**src/inc/bft_consts.vh**
```
// Purpose: constants for the breaker failure timer block
// Assumes: 100 MHz core clock, AXI4-Lite register access
// Notes: thresholds in units of 0.001 x nominal current
`ifndef BFT_CONSTS_VH
`define BFT_CONSTS_VH
`define BFT_OFF_CTRL 12'h000
`define BFT_OFF_PHASE_THR 12'h004
`define BFT_OFF_RES_THR 12'h008
`define BFT_OFF_RTRIP_DLY 12'h00c
`define BFT_OFF_BF_DLY 12'h010
`define BFT_OFF_STATUS 12'h014
`define BFT_CTRL_RESET 32'h0000_0100
`define BFT_PHASE_THR_RESET 16'h00c8
`define BFT_RES_THR_RESET 16'h04b0
`define BFT_RTRIP_DLY_RESET 20'h0_0014
`define BFT_BF_DLY_RESET 20'h0_0028
`define BFT_MODE_LSB 0
`define BFT_RES_SEL_LSB 4
`define BFT_RTRIP_EN_BIT 8
`define BFT_RES_UNUSED 2'h0
`define BFT_RES_ONE 2'h1
`define BFT_RES_TWO 2'h2
`define BFT_RES_CALC 2'h3
`define BFT_MODE_CUR 4'h0
`define BFT_MODE_DO 4'h1
`define BFT_MODE_SIG 4'h2
`define BFT_MODE_CUR_AND_DO 4'h3
`define BFT_MODE_CUR_AND_SIG 4'h4
`define BFT_MODE_CUR_OR_SIG 4'h5
`define BFT_MODE_SIG_AND_DO 4'h6
`define BFT_MODE_SIG_OR_DO 4'h7
`define BFT_MODE_CUR_OR_DO 4'h8
`define BFT_MODE_ALL_OR 4'h9
`define BFT_MODE_ALL_AND 4'ha
`define BFT_COND_NORMAL 3'h0
`define BFT_COND_START 3'h1
`define BFT_COND_RTRIP 3'h2
`define BFT_COND_BF 3'h3
`define BFT_COND_ON 3'h4
`define BFT_COND_BLOCKED 3'h5
`define BFT_RESET_PCT 97
`define BFT_DLY_STEP_US 5000
`define BFT_CLK_MHZ 100
`define BFT_TICK_CYCLES (`BFT_DLY_STEP_US * `BFT_CLK_MHZ)
`endif
```
**src/design/bft_top.v**
```verilog
// Purpose: breaker failure pick-up, blocking and two delay timers
// Assumes: magnitudes arrive as 16-bit words in 0.001 x nominal units
// Notes: delays count in 5 ms processing ticks; registers over AXI4-Lite
//
// Added by the designer: the AXI4-Lite interface to the registers and the placing of the registers.
`timescale 1ns/1ps
`default_nettype none
`include "bft_consts.vh"
module bft_top #(
  parameter TICK_CYCLES = `BFT_TICK_CYCLES,
  parameter MAG_W = 16
) (
  // clock and reset
  input wire core_clk_i,
  input wire rstn_i,
  // measured magnitudes
  input wire [MAG_W-1:0] phase_a_mag_i,
  input wire [MAG_W-1:0] phase_b_mag_i,
  input wire [MAG_W-1:0] phase_c_mag_i,
  input wire [MAG_W-1:0] residual_input_one_i,
  input wire [MAG_W-1:0] residual_input_two_i,
  input wire [MAG_W-1:0] residual_calculated_i,
  // binary inputs from outside the clock domain
  input wire block_i,
  input wire signal_trip_i,
  input wire relay_trip_i,
  // outputs
  output reg start_o,
  output reg blocked_o,
  output reg redundant_trip_o,
  output reg breaker_failure_output_o,
  // axi4-lite write address
  input wire [11:0] s_axi_awaddr,
  input wire s_axi_awvalid,
  output reg s_axi_awready,
  // axi4-lite write data
  input wire [31:0] s_axi_wdata,
  input wire [3:0] s_axi_wstrb,
  input wire s_axi_wvalid,
  output reg s_axi_wready,
  // axi4-lite write response
  output reg [1:0] s_axi_bresp,
  output reg s_axi_bvalid,
  input wire s_axi_bready,
  // axi4-lite read address
  input wire [11:0] s_axi_araddr,
  input wire s_axi_arvalid,
  output reg s_axi_arready,
  // axi4-lite read data
  output reg [31:0] s_axi_rdata,
  output reg [1:0] s_axi_rresp,
  output reg s_axi_rvalid,
  input wire s_axi_rready
);
  // settings registers
  reg [31:0] ctrl;
  reg [15:0] phase_thr;
  reg [15:0] res_thr;
  reg [19:0] rtrip_dly;
  reg [19:0] bf_dly;
  wire [3:0] mode = ctrl[`BFT_MODE_LSB +: 4];
  wire [1:0] res_sel = ctrl[`BFT_RES_SEL_LSB +: 2];
  wire rtrip_en = ctrl[`BFT_RTRIP_EN_BIT];

  // pin synchronisers: three stages, change counts when stages 2 and 3 agree
  // a one-stage glitch on a pin never reaches the protection logic
  wire [2:0] pin_raw = {relay_trip_i, signal_trip_i, block_i};
  wire [2:0] pin_q;
  genvar si;
  generate
    for (si = 0; si < 3; si = si + 1) begin : g_sync
      reg s1;
      reg s2;
      reg s3;
      reg q;
      always @(posedge core_clk_i) begin
        if (!rstn_i) begin
          s1 <= 1'b0;
          s2 <= 1'b0;
          s3 <= 1'b0;
          q <= 1'b0;
        end else begin
          s1 <= pin_raw[si];
          s2 <= s1;
          s3 <= s2;
          if (s2 == s3) begin
            q <= s3;
          end
        end
      end
      assign pin_q[si] = q;
    end
  endgenerate

  // processing tick; a wide counter covers the 5 ms tick at full clock rate
  reg [31:0] tick_cnt;
  reg tick;
  always @(posedge core_clk_i) begin
    if (!rstn_i) begin
      tick_cnt <= 32'h0000_0000;
      tick <= 1'b0;
    end else if (tick_cnt >= TICK_CYCLES - 1) begin
      tick_cnt <= 32'h0000_0000;
      tick <= 1'b1;
    end else begin
      tick_cnt <= tick_cnt + 32'h0000_0001;
      tick <= 1'b0;
    end
  end

  // block sampled once at each tick and held for the cycle
  // a block change between ticks waits for the next tick to count
  reg block_s;
  always @(posedge core_clk_i) begin
    if (!rstn_i) begin
      block_s <= 1'b0;
    end else if (tick) begin
      block_s <= pin_q[0];
    end
  end

  // magnitude comparators with 97 percent drop-out
  wire [MAG_W-1:0] mags [0:3];
  assign mags[0] = phase_a_mag_i;
  assign mags[1] = phase_b_mag_i;
  assign mags[2] = phase_c_mag_i;
  assign mags[3] = (res_sel == `BFT_RES_ONE) ? residual_input_one_i :
                   (res_sel == `BFT_RES_TWO) ? residual_input_two_i :
                   residual_calculated_i;
  // magnitude scaled by 100 against threshold by 97, so no divider is needed
  wire [23:0] ph_drop = phase_thr * 8'd97;
  wire [23:0] rs_drop = res_thr * 8'd97;
  wire [3:0] pick;
  genvar gi;
  generate
    for (gi = 0; gi < 4; gi = gi + 1) begin : g_cmp
      // phases share one threshold; drop-out ratio stays tied to it
      wire [15:0] thr = (gi < 3) ? phase_thr : res_thr;
      wire [23:0] drop = (gi < 3) ? ph_drop : rs_drop;
      wire [23:0] scaled = mags[gi] * 8'd100;
      wire en = (gi < 3) ? 1'b1 : (res_sel != `BFT_RES_UNUSED);
      reg pk;
      always @(posedge core_clk_i) begin
        if (!rstn_i) begin
          pk <= 1'b0;
        end else if (!en) begin
          pk <= 1'b0;
        end else if (mags[gi] > thr) begin
          pk <= 1'b1;
        end else if (scaled < drop) begin
          pk <= 1'b0;
        end
      end
      assign pick[gi] = pk;
    end
  endgenerate
  wire cur = |pick;
  wire sig = pin_q[1];
  wire dout = pin_q[2];

  // mode combination; hold means pick-up present but timing halted
  reg pu;
  reg hold;
  always @* begin
    pu = cur;
    hold = 1'b0;
    case (mode)
      `BFT_MODE_CUR: begin
        pu = cur;
      end
      `BFT_MODE_DO: begin
        pu = dout;
      end
      `BFT_MODE_SIG: begin
        pu = sig;
      end
      `BFT_MODE_CUR_AND_DO: begin
        pu = cur;
        hold = cur & ~dout;
      end
      `BFT_MODE_CUR_AND_SIG: begin
        pu = cur & sig;
      end
      `BFT_MODE_CUR_OR_SIG: begin
        pu = cur | sig;
      end
      `BFT_MODE_SIG_AND_DO: begin
        pu = sig & dout;
      end
      `BFT_MODE_SIG_OR_DO: begin
        pu = sig | dout;
      end
      `BFT_MODE_CUR_OR_DO: begin
        pu = cur | dout;
      end
      `BFT_MODE_ALL_OR: begin
        pu = cur | sig | dout;
      end
      `BFT_MODE_ALL_AND: begin
        pu = cur & sig & dout;
      end
      default: begin
        pu = cur;
      end
    endcase
  end

  // start, blocked and timers
  reg [19:0] rt_cnt;
  reg [19:0] bf_cnt;
  reg [2:0] cond;
  // a zero delay trips on the first cycle of start
  wire rt_done = (rt_cnt >= rtrip_dly);
  wire bf_done = (bf_cnt >= bf_dly);
  // once blocked, pick-up must fall away before a new start is possible
  always @(posedge core_clk_i) begin
    if (!rstn_i) begin
      start_o <= 1'b0;
      blocked_o <= 1'b0;
      redundant_trip_o <= 1'b0;
      breaker_failure_output_o <= 1'b0;
      rt_cnt <= 20'h0_0000;
      bf_cnt <= 20'h0_0000;
      cond <= `BFT_COND_NORMAL;
    end else if (!pu || block_s) begin
      // release path, also taken when blocking arrives later
      start_o <= 1'b0;
      blocked_o <= pu & block_s & ~start_o;
      redundant_trip_o <= 1'b0;
      breaker_failure_output_o <= 1'b0;
      rt_cnt <= 20'h0_0000;
      bf_cnt <= 20'h0_0000;
      cond <= (pu && block_s) ? `BFT_COND_BLOCKED : `BFT_COND_NORMAL;
    end else if (!blocked_o) begin
      start_o <= 1'b1;
      if (tick && !hold) begin
        // both counters run off one qualified pick-up
        // counts stop at the delay so a long fault cannot wrap them
        if (!rt_done) begin
          rt_cnt <= rt_cnt + 20'h0_0001;
        end
        if (!bf_done) begin
          bf_cnt <= bf_cnt + 20'h0_0001;
        end
      end
      redundant_trip_o <= rtrip_en & rt_done;
      breaker_failure_output_o <= bf_done;
      if (bf_done) cond <= `BFT_COND_BF;
      else if (rtrip_en && rt_done) cond <= `BFT_COND_RTRIP;
      else cond <= `BFT_COND_START;
    end
  end

  // axi4-lite write; settings take effect live, no restart
  reg aw_got;
  reg w_got;
  reg [11:0] aw_q;
  reg [31:0] w_q;
  always @(posedge core_clk_i) begin
    if (!rstn_i) begin
      aw_got <= 1'b0;
      w_got <= 1'b0;
      aw_q <= 12'h000;
      w_q <= 32'h0000_0000;
      s_axi_awready <= 1'b0;
      s_axi_wready <= 1'b0;
      s_axi_bvalid <= 1'b0;
      s_axi_bresp <= 2'h0;
      ctrl <= `BFT_CTRL_RESET;
      phase_thr <= `BFT_PHASE_THR_RESET;
      res_thr <= `BFT_RES_THR_RESET;
      rtrip_dly <= `BFT_RTRIP_DLY_RESET;
      bf_dly <= `BFT_BF_DLY_RESET;
    end else begin
      s_axi_awready <= ~aw_got & ~s_axi_awready & ~s_axi_bvalid;
      s_axi_wready <= ~w_got & ~s_axi_wready & ~s_axi_bvalid;
      if (s_axi_awvalid && s_axi_awready) begin
        aw_got <= 1'b1;
        aw_q <= s_axi_awaddr;
      end
      if (s_axi_wvalid && s_axi_wready) begin
        w_got <= 1'b1;
        w_q <= s_axi_wdata;
      end
      if (aw_got && w_got && !s_axi_bvalid) begin
        s_axi_bvalid <= 1'b1;
        s_axi_bresp <= 2'h0;
        // strobes ignored: each setting is written as a whole word
        case (aw_q)
          `BFT_OFF_CTRL: ctrl <= {23'h00_0000, w_q[8:0]};
          `BFT_OFF_PHASE_THR: phase_thr <= w_q[15:0];
          `BFT_OFF_RES_THR: res_thr <= w_q[15:0];
          `BFT_OFF_RTRIP_DLY: rtrip_dly <= w_q[19:0];
          `BFT_OFF_BF_DLY: bf_dly <= w_q[19:0];
          // the status word only reports, so a write to it is refused
          `BFT_OFF_STATUS: s_axi_bresp <= 2'h2;
          default: s_axi_bresp <= 2'h2;
        endcase
      end
      if (s_axi_bvalid && s_axi_bready) begin
        s_axi_bvalid <= 1'b0;
        aw_got <= 1'b0;
        w_got <= 1'b0;
      end
    end
  end

  // status word: blocked, failure, retrip, start, spare zero, condition
  wire [31:0] status_word = {
    24'h00_0000,
    blocked_o,
    breaker_failure_output_o,
    redundant_trip_o,
    start_o,
    1'b0,
    cond
  };

  // axi4-lite read; data stands one cycle after the address is taken
  always @(posedge core_clk_i) begin
    if (!rstn_i) begin
      s_axi_arready <= 1'b0;
      s_axi_rvalid <= 1'b0;
      s_axi_rdata <= 32'h0000_0000;
      s_axi_rresp <= 2'h0;
    end else begin
      s_axi_arready <= ~s_axi_arready & ~s_axi_rvalid;
      if (s_axi_arvalid && s_axi_arready) begin
        s_axi_rvalid <= 1'b1;
        s_axi_rresp <= 2'h0;
        case (s_axi_araddr)
          `BFT_OFF_CTRL: s_axi_rdata <= ctrl;
          `BFT_OFF_PHASE_THR: s_axi_rdata <= {16'h0000, phase_thr};
          `BFT_OFF_RES_THR: s_axi_rdata <= {16'h0000, res_thr};
          `BFT_OFF_RTRIP_DLY: s_axi_rdata <= {12'h000, rtrip_dly};
          `BFT_OFF_BF_DLY: s_axi_rdata <= {12'h000, bf_dly};
          `BFT_OFF_STATUS: s_axi_rdata <= status_word;
          default: begin
            s_axi_rdata <= 32'h0000_0000;
            s_axi_rresp <= 2'h2;
          end
        endcase
      end else if (s_axi_rvalid && s_axi_rready) begin
        s_axi_rvalid <= 1'b0;
      end
    end
  end
endmodule
`default_nettype wire

```
**config.mk**
```make
export PLATFORM = sky130hd
export DESIGN_NAME = bft_top
export DESIGN_NICKNAME = d
export VERILOG_FILES = /design/src/design/bft_top.v
export VERILOG_INCLUDE_DIRS = /design/src /design/src/inc
export SDC_FILE = /design/constraint.sdc
export NUM_CORES = 1
export LEC_CHECK = 0
export ABC_AREA = 0
export BUFFER_PORTS_ARGS = -buffer_cell sky130_fd_sc_hd__buf_2
export CAP_MARGIN = 25
export CORE_MARGIN = 2
export CORE_UTILIZATION = 56
export CTS_BUF_LIST = sky130_fd_sc_hd__clkbuf_4 sky130_fd_sc_hd__clkbuf_8 sky130_fd_sc_hd__clkbuf_16
export DETAILED_ROUTE_END_ITERATION = 8
export HOLD_SLACK_MARGIN = 0.03
export PLACE_DENSITY_LB_ADDON = 0.15
export REMOVE_ABC_BUFFERS = 1
export SLEW_MARGIN = 15
export SYNTH_ARGS = -nofsm -noshare
export SYNTH_HDL_FRONTEND = slang
export SYNTH_SLANG_ARGS = --single-unit
```
**constraint.sdc**
```tcl
create_clock -name core_clk_i -period 5.6 [get_ports core_clk_i]
set_input_delay 0.28 -clock core_clk_i [delete_from_list [all_inputs] [get_ports core_clk_i]]
set_output_delay 0.28 -clock core_clk_i [all_outputs]
set_load 0.03 [all_outputs]
```
==> results.py, run 1 <==
metrics = {
    "worst_setup_path": {
        "regToRegSetupSlack_ps": 330,
        "critical_path_arrival_ps": 5730,
        "kind_of_capture_point_of_the_worst_setup_path": "flip-flop",
        "timing.critical_path.required_ps": 6050,
        "crit_path_start_kind": "flip-flop",
        "critPathMaxFanout": 7,
        "path_class": "reg -> reg",
    },
    "sta": {
        "total_setup_violations_reported_at_the_end_of_the_flow": 0,
        "fin_hold_ws_ps": 62.5,
        "slew-limit-headroom": 0.274,
        "setup_repair_after_global_routing_missed_its_margin": "false",
        "final.min_clock_period_ps": 5270,
        "tightest_slew_ps": 1090,
        "final-hold-violation-count": 0,
        "layout_setup_ws_ps": 328,
        "fin_crit_sh": 0.941,
        "fin_max_slew_vios": 0,
        "setup_tns_ps": 0,
        "max_clock_freq_mhz": 190,
        "finalClockSkew_ps": 34.8,
    },
    "die": {
        "chipHeight_um": 211,
        "row_count": 75,
        "initial_utilization": 0.571,
        "die_width_um": 211,
        "io_pins": 211,
        "coreArea_um2": 42100,
        "design.die.area_um2": 44600,
    },
    "grt": {
        "grt.met1_usage": 0.372,
        "grt_pass1_wl_um": 103000,
        "globalRouteMet2Util": 0.486,
        "global_route.usage.met3": 0.0330,
        "globalRouteTotalUtil": 0.284,
        "gr-max-usage-layer": "met2",
        "antenna_violations_before_repair": 0,
        "grt.overflow.total": 0,
        "grt_pass1_vias": 21000,
        "grt_max_degree": 65,
    },
    "finish": {
        "antenna_cells": 0,
        "commonest_cells_after_routing_fill_and_taps_aside": "sky130_fd_sc_hd__ha_1, sky130_fd_sc_hd__inv_1, sky130_fd_sc_hd__nand2_1, sky130_fd_sc_hd__a21oi_1, sky130_fd_sc_hd__dfxtp_1",
        "finalNetCount": 3888,
        "area_growth_pct": 12.4,
        "post_route_cells_drive_above_1_share": 0.102,
        "final_core_utilization": 0.642,
        "layout.cells.most_common": "sky130_fd_sc_hd__ha_1",
    },
    "clock_tree": {
        "cts-htree-levels": 1,
        "clock_tree.root_cell": "sky130_fd_sc_hd__clkbuf_16",
        "clock_sink_count": 239,
        "tritoncts_clock_tree": "done",
        "clock_tree.buffer_depth": 3,
        "clock_latency_ps": 580,
        "path_clk_slew_ps": 80,
        "numCtsBuffers": 27,
    },
    "yosys": {
        "synthesized_instance_count": 2904,
        "most_instantiated_flip_flop_cell_in_the_synthesis_netlist": "sky130_fd_sc_hd__dfxtp_1",
        "synth-seq-area-share": 0.199,
        "ys_ff_latch": 239,
        "syn_avg_cell_area_um2": 8.29,
        "syn_area_um2": 24100,
        "yosys.cell_types.count": 87,
        "ys.warnings.count": 0,
        "synth_enable_flop_cells": 0,
        "ys_async_sr_fraction": 0,
    },
    "placed_design": {
        "io_buffer_count": 180,
        "globalplace.congestion": 0.876,
        "place_worst_setup_slack_ps": -24.7,
        "place_hpwl_um": 50000,
    },
    "power": {
        "power.ir.vdd_worst_mv": 0.261,
        "power.leakage_nw": 13.0,
        "power-per-cell-area_nw_per_um2": 225,
    },
    "route": {
        "routed-via-count": 21500,
        "routed_wire_length_per_instance_um": 17.3,
        "drt-initial-drc-count": 1373,
        "drc": 0,
        "via_per_inst": 5.86,
        "routed_wirelength_um": 63700,
        "dr.pass1.iters": 5,
        "final_antenna_net_count": 0,
    },
    "min_path": {
        "hold_path_class": "in -> reg",
    },
    "job": {
        "max_cap_viol_count": 0,
    },
    "status": {
        "run_status": "completed",
    },
}
-- cell type report --
class,instances,area (um^2)
multi-input cells,2236,17700
flip-flops and latches,239,4790
repair buffers,254,1570
fillers,3580,15100
clock inverters,14,230
well taps,539,674
inverters,364,1370
clock buffers,34,759
-- where the power goes --
group | leakage, nW | total [W] | internal [W] | switching (W)
logic | 10.6 | 0.00233 | 0.00105 | 0.00129
registers | 1.94 | 0.00178 | 0.00174 | 0.0000414
clock network | 0.490 | 0.00197 | 0.00120 | 0.000771
total | 13.0 | 0.00609 | 0.00398 | 0.00210
-- critical path, stage by stage, from the launching register on --
cell and delay, ps:
sky130_fd_sc_hd__dfxtp_4 400, sky130_fd_sc_hd__clkbuf_2 180, sky130_fd_sc_hd__mux2i_1 220, sky130_fd_sc_hd__nand2_1 70, sky130_fd_sc_hd__o21ai_1 100, sky130_fd_sc_hd__inv_1 100, sky130_fd_sc_hd__ha_1 300, sky130_fd_sc_hd__ha_1 290
sky130_fd_sc_hd__inv_1 50, sky130_fd_sc_hd__fa_1 500, sky130_fd_sc_hd__inv_1 40, sky130_fd_sc_hd__ha_1 300, sky130_fd_sc_hd__a21o_1 190, sky130_fd_sc_hd__or3_1 300, sky130_fd_sc_hd__o221ai_1 170, sky130_fd_sc_hd__o21bai_1 160
sky130_fd_sc_hd__or2_2 290, sky130_fd_sc_hd__a31oi_1 210, sky130_fd_sc_hd__xnor2_1 150, sky130_fd_sc_hd__ha_1 270, sky130_fd_sc_hd__a211oi_1 210, sky130_fd_sc_hd__o21bai_1 100, sky130_fd_sc_hd__a21o_1 190, sky130_fd_sc_hd__a221oi_2 260
sky130_fd_sc_hd__o22ai_1 110
-- worst paths after layout --
kind                        to           start  depth (start not counted)
setup / recovery   g_cmp[3].pk         ctrl[5]                         24
setup reg to reg   g_cmp[3].pk         ctrl[5]                         24
hold / removal          w_q[7]  s_axi_wdata[7]                          3
hold reg to reg   g_sync[2].s2    g_sync[2].s1                          1
-- cell families (layout without fill, tap and decap cells) --
| group | after synthesis | after routing | synth area share |
|---|---|---|---|
| AO/OA/AOI/OAI | 679 | 679 | 0.180 |
| XOR/XNOR | 99 | 99 | 0.0360 |
| adder cells (fa/ha/maj) | 601 | 601 | 0.331 |
| buffers and inverters | 455 | 666 | 0.0743 |
| flip-flops | 239 | 239 | 0.199 |
| multiplexers | 54 | 54 | 0.0235 |
| other | 1 | 27 | 0.000156 |
| AND/OR/NAND/NOR | 776 | 776 | 0.156 |
-- metrics by stage --
step	instance area, um^2	instances	total power, W
5_1_grt	27000	3680	0.00650
3_3_place_gp	25600	3591	0.00399
3_5_place_dp	25600	3592	0.00409
4_1_cts	27000	3674	0.00609
2_1_floorplan	23700	2839	0.00352
6_report	27000	3680	0.00609
-- synth_stat cells (24+ instances only) --
cell                       number  area, um^2
sky130_fd_sc_hd__ha_1         540        6760
sky130_fd_sc_hd__inv_1        364        1370
sky130_fd_sc_hd__nand2_1      330        1240
sky130_fd_sc_hd__a21oi_1      245        1230
sky130_fd_sc_hd__dfxtp_1      239        4780
sky130_fd_sc_hd__nor2_1       125         469
sky130_fd_sc_hd__o21ai_0      117         586
sky130_fd_sc_hd__a21o_1        81         608
sky130_fd_sc_hd__fa_1          60        1200
sky130_fd_sc_hd__xnor2_1       54         473
sky130_fd_sc_hd__clkbuf_1      53         199
sky130_fd_sc_hd__nand4_1       48         300
sky130_fd_sc_hd__xor2_1        45         394
sky130_fd_sc_hd__nor2b_1       38         238
sky130_fd_sc_hd__o211ai_1      38         285
sky130_fd_sc_hd__nand3_1       37         185
sky130_fd_sc_hd__mux2i_1       35         350
sky130_fd_sc_hd__nor3_1        33         165
sky130_fd_sc_hd__or3_1         29         181
sky130_fd_sc_hd__a211oi_1      27         203
sky130_fd_sc_hd__o21a_1        27         203
sky130_fd_sc_hd__and2_1        26         163
sky130_fd_sc_hd__nand2b_1      24         150
sky130_fd_sc_hd__or4_1         24         180
-- sequential cells by signal, indices dropped and copies added, names as in the netlist, 2 cells and up --
signal / count
bf_cnt: 20
s_axi_rdata: 20
rtrip_dly: 20
g_sync.q: 2
g_sync.s3: 3
rt_cnt: 20
w_q: 20
g_sync.s2: 3
g_cmp.pk: 4
cond: 3
bf_dly: 20
tick_cnt: 32
g_sync.s1: 3
aw_q: 12
ctrl: 9
g_cmp.thr: 32
-- what timing repair did --
action | 4_1_cts | 5_1_grt
pin swaps | 0 | 1
hold endpoints to repair | 34 | 1
gates cloned | 0 | 0
setup buffers | 0 | 3
setup endpoints to repair | 1 | 1
gates resized for setup | 1 | 12
hold buffers | 34 | 1
-- per-layer routing --
metal / wire [um] / share of wire / vias to the layer above
li1: - / - / 10700
met1: 28200 / 0.44 / 10200
met2: 29400 / 0.46 / 631
met3: 4140 / 0.065 / 101
met4: 1960 / 0.031 / 0
met5: 0 / 0 / -
Note: power is estimated with default switching activity, not from simulation.
==> run 2: changes to the inputs <==
CORE_ASPECT_RATIO = 1.1   (was unset)
==> run 2 against run 1 <==
Against the previous run:
- hold slack improved by 5.4 ps
- critical endpoint unchanged
- global-route usage decreased by 0.21 points
- critical path depth decreased by 2
- combinational power about the same
- count of clock-buffer cells in the layout unchanged
- sequential cell count unchanged
- sequential power about the same
==> results.py, run 2 (synthesis results as in run 1) <==
metrics = {
    "route": {
        "dr.pass1.iters": 5,
        "routed_wire_length_per_instance_um": 17.2,
        "final_antenna_net_count": 0,
        "routed_wirelength_um": 63900,
        "routed-via-count": 21700,
        "via_per_inst": 5.85,
        "drc": 0,
        "drt-initial-drc-count": 1481,
    },
    "die": {
        "row_count": 79,
        "io_pins": 211,
        "coreArea_um2": 42400,
        "chipHeight_um": 221,
        "die_width_um": 202,
        "initial_utilization": 0.567,
        "design.die.area_um2": 44600,
    },
    "worst_setup_path": {
        "timing.critical_path.required_ps": 6020,
        "critPathMaxFanout": 21,
        "kind_of_capture_point_of_the_worst_setup_path": "flip-flop",
        "worstReg2RegEnd": "g_cmp[3].pk",
        "crit_path_start_kind": "flip-flop",
        "crit_path_start": "ctrl[5]",
        "end_of_the_critical_path": "g_cmp[3].pk",
        "max_stage_delay_ps": 470,
        "cpMostUsedCell": "sky130_fd_sc_hd__ha_1",
        "worstPathCellList": "buf_12 -> nor2b_1 -> a211oi_2 -> a21oi_1 -> ha_1 -> ha_1 -> fa_1 -> ha_1 -> nor2b_1 -> o31a_1 -> o221ai_1 -> o21bai_1 -> a21oi_1 -> xnor2_1 -> ha_1 -> a21o_1 -> a21o_1 -> a211oi_1 -> o21bai_1 -> a21o_1 -> a221oi_2 -> o22ai_1",
        "regToRegSetupSlack_ps": 270,
        "slowest_stage": "sky130_fd_sc_hd__fa_1",
        "rr_worst_depth": 22,
        "critical_path_arrival_ps": 5750,
        "path_class": "reg -> reg",
        "rr_startpoint": "ctrl[5]",
    },
    "job": {
        "max_cap_viol_count": 0,
    },
    "sta": {
        "final.min_clock_period_ps": 5330,
        "total_setup_violations_reported_at_the_end_of_the_flow": 0,
        "final-hold-violation-count": 0,
        "fin_max_slew_vios": 0,
        "fin_crit_sh": 0.952,
        "finalClockSkew_ps": 14.0,
        "setup_tns_ps": 0,
        "tightest_slew_ps": 1080,
        "slew-limit-headroom": 0.278,
        "layout_setup_ws_ps": 271,
        "max_clock_freq_mhz": 188,
    },
    "placed_design": {
        "place_worst_setup_slack_ps": -27.9,
        "io_buffer_count": 180,
        "place_inst": 3622,
        "cell_area_placed_um2": 25700,
        "place_hpwl_um": 49900,
        "globalplace.congestion": 0.898,
    },
    "finish": {
        "finalNetCount": 3887,
        "area_growth_pct": 12.3,
        "multi_input_comb_area_um2": 17600,
        "post_route_cells_drive_above_1_share": 0.102,
        "antenna_cells": 0,
        "final-seq-area_um2": 4790,
        "layoutNonFillerInstCount": 3707,
        "layout.cells.most_common": "sky130_fd_sc_hd__ha_1",
        "fillers": 3646,
        "final_area_um2": 27000,
        "commonest_cells_after_routing_fill_and_taps_aside": "sky130_fd_sc_hd__ha_1, sky130_fd_sc_hd__inv_1, sky130_fd_sc_hd__nand2_1, sky130_fd_sc_hd__a21oi_1, sky130_fd_sc_hd__dfxtp_1",
    },
    "clock_tree": {
        "clock_latency_ps": 550,
        "numCtsBuffers": 26,
        "clock_tree.root_cell": "sky130_fd_sc_hd__clkbuf_16",
        "path_clk_slew_ps": 70,
        "clock_tree.buffer_depth": 3,
        "tritoncts_clock_tree": "done",
        "cts-htree-levels": 1,
        "clock_sink_count": 239,
    },
    "power": {
        "post-layout-total-power_w": 0.00596,
        "power.leakage_nw": 13.0,
        "power-per-cell-area_nw_per_um2": 221,
        "power.ir.vdd_worst_mv": 0.211,
    },
    "status": {
        "run_status": "completed",
    },
    "grt": {
        "grt.overflow.total": 0,
        "globalRouteTotalUtil": 0.282,
        "grt_pass1_vias": 21000,
        "grt_pass1_wl_um": 104000,
        "grt_max_degree": 76,
        "antenna_violations_before_repair": 0,
    },
    "min_path": {
        "worstHoldStart": "s_axi_bready",
        "hold_path_class": "in -> reg",
    },
}
==> run 2: changes by cell type in the layout (fill, tap and decap cells not counted), moves of 2 or more <==
| cell | change |
|---|---|
| sky130_fd_sc_hd__clkbuf_4 | +5 |
| sky130_fd_sc_hd__clkbuf_8 | -4 |
| sky130_fd_sc_hd__clkinv_2 | +4 |
| sky130_fd_sc_hd__a21oi_1 | +2 |
| sky130_fd_sc_hd__a21oi_2 | -2 |
| sky130_fd_sc_hd__buf_12 | +2 |
==> run 2: metrics by stage <==
stage,util,hold WS [ps]
CTS,0.635,34.4
global route,0.637,85.0
floorplan,-,369
global placement,0.605,434
finish,0.637,67.8
detailed placement,0.605,435
==> run 2: metal layers <==
layer / GRT usage / vias up / wire length, um
met5: 0 / - / 0
met4: 0.102 / 0 / 2190
met3: 0.0333 / 117 / 3980
met2: 0.485 / 691 / 29900
met1: 0.363 / 10200 / 27800
li1: - / 10600 / -
==> run 2: how the worst min path moves through the flow <==
| stage | end | slack [ps] | depth (start not counted) |
|---|---|---|---|
| after floorplan | bf_dly[3] | 370 | 1 |
| after global placement | s_axi_awready | 430 | 1 |
| after detailed placement | s_axi_arready | 440 | 1 |
| after CTS | s_axi_bvalid | 30 | 4 |
| after global routing | w_got | 80 | 3 |
| final | w_got | 70 | 3 |
==> run 2: report_power, final <==
part | internal [W] | leakage, nW | switching (W)
registers | 0.00174 | 1.94 | 0.0000398
logic | 0.00105 | 10.6 | 0.00130
clock network | 0.00111 | 0.460 | 0.000723
==> run 2: worst max-delay path, delay by kind of cell (launching register included) <==
family	cells	cell delay, ps
DFF	1	400
AOI/OAI and AO/OA	13	2400
buffers and inverters	1	170
and+or+nand+nor	2	340
xor gates and xnor gates	1	150
adders and majority gates	5	1730
==> run 2: area by class of cell <==
| type | instances | area share |
|---|---|---|
| clock buffers | 34 | 0.0272 |
| clock inverters | 13 | 0.00639 |
| inverters | 364 | 0.0507 |
| multi-input cells | 2236 | 0.653 |
| flip-flops and latches | 239 | 0.177 |
| well taps | 567 | 0.0263 |
| repair buffers | 254 | 0.0588 |
==> run 2: repair_timing <==
item	in CTS	in global routing
hold buffers	35	0
setup endpoints to repair	1	1
buffers inserted	0	1
hold endpoints to repair	35	0
resized for setup	1	19
pin swaps	0	1
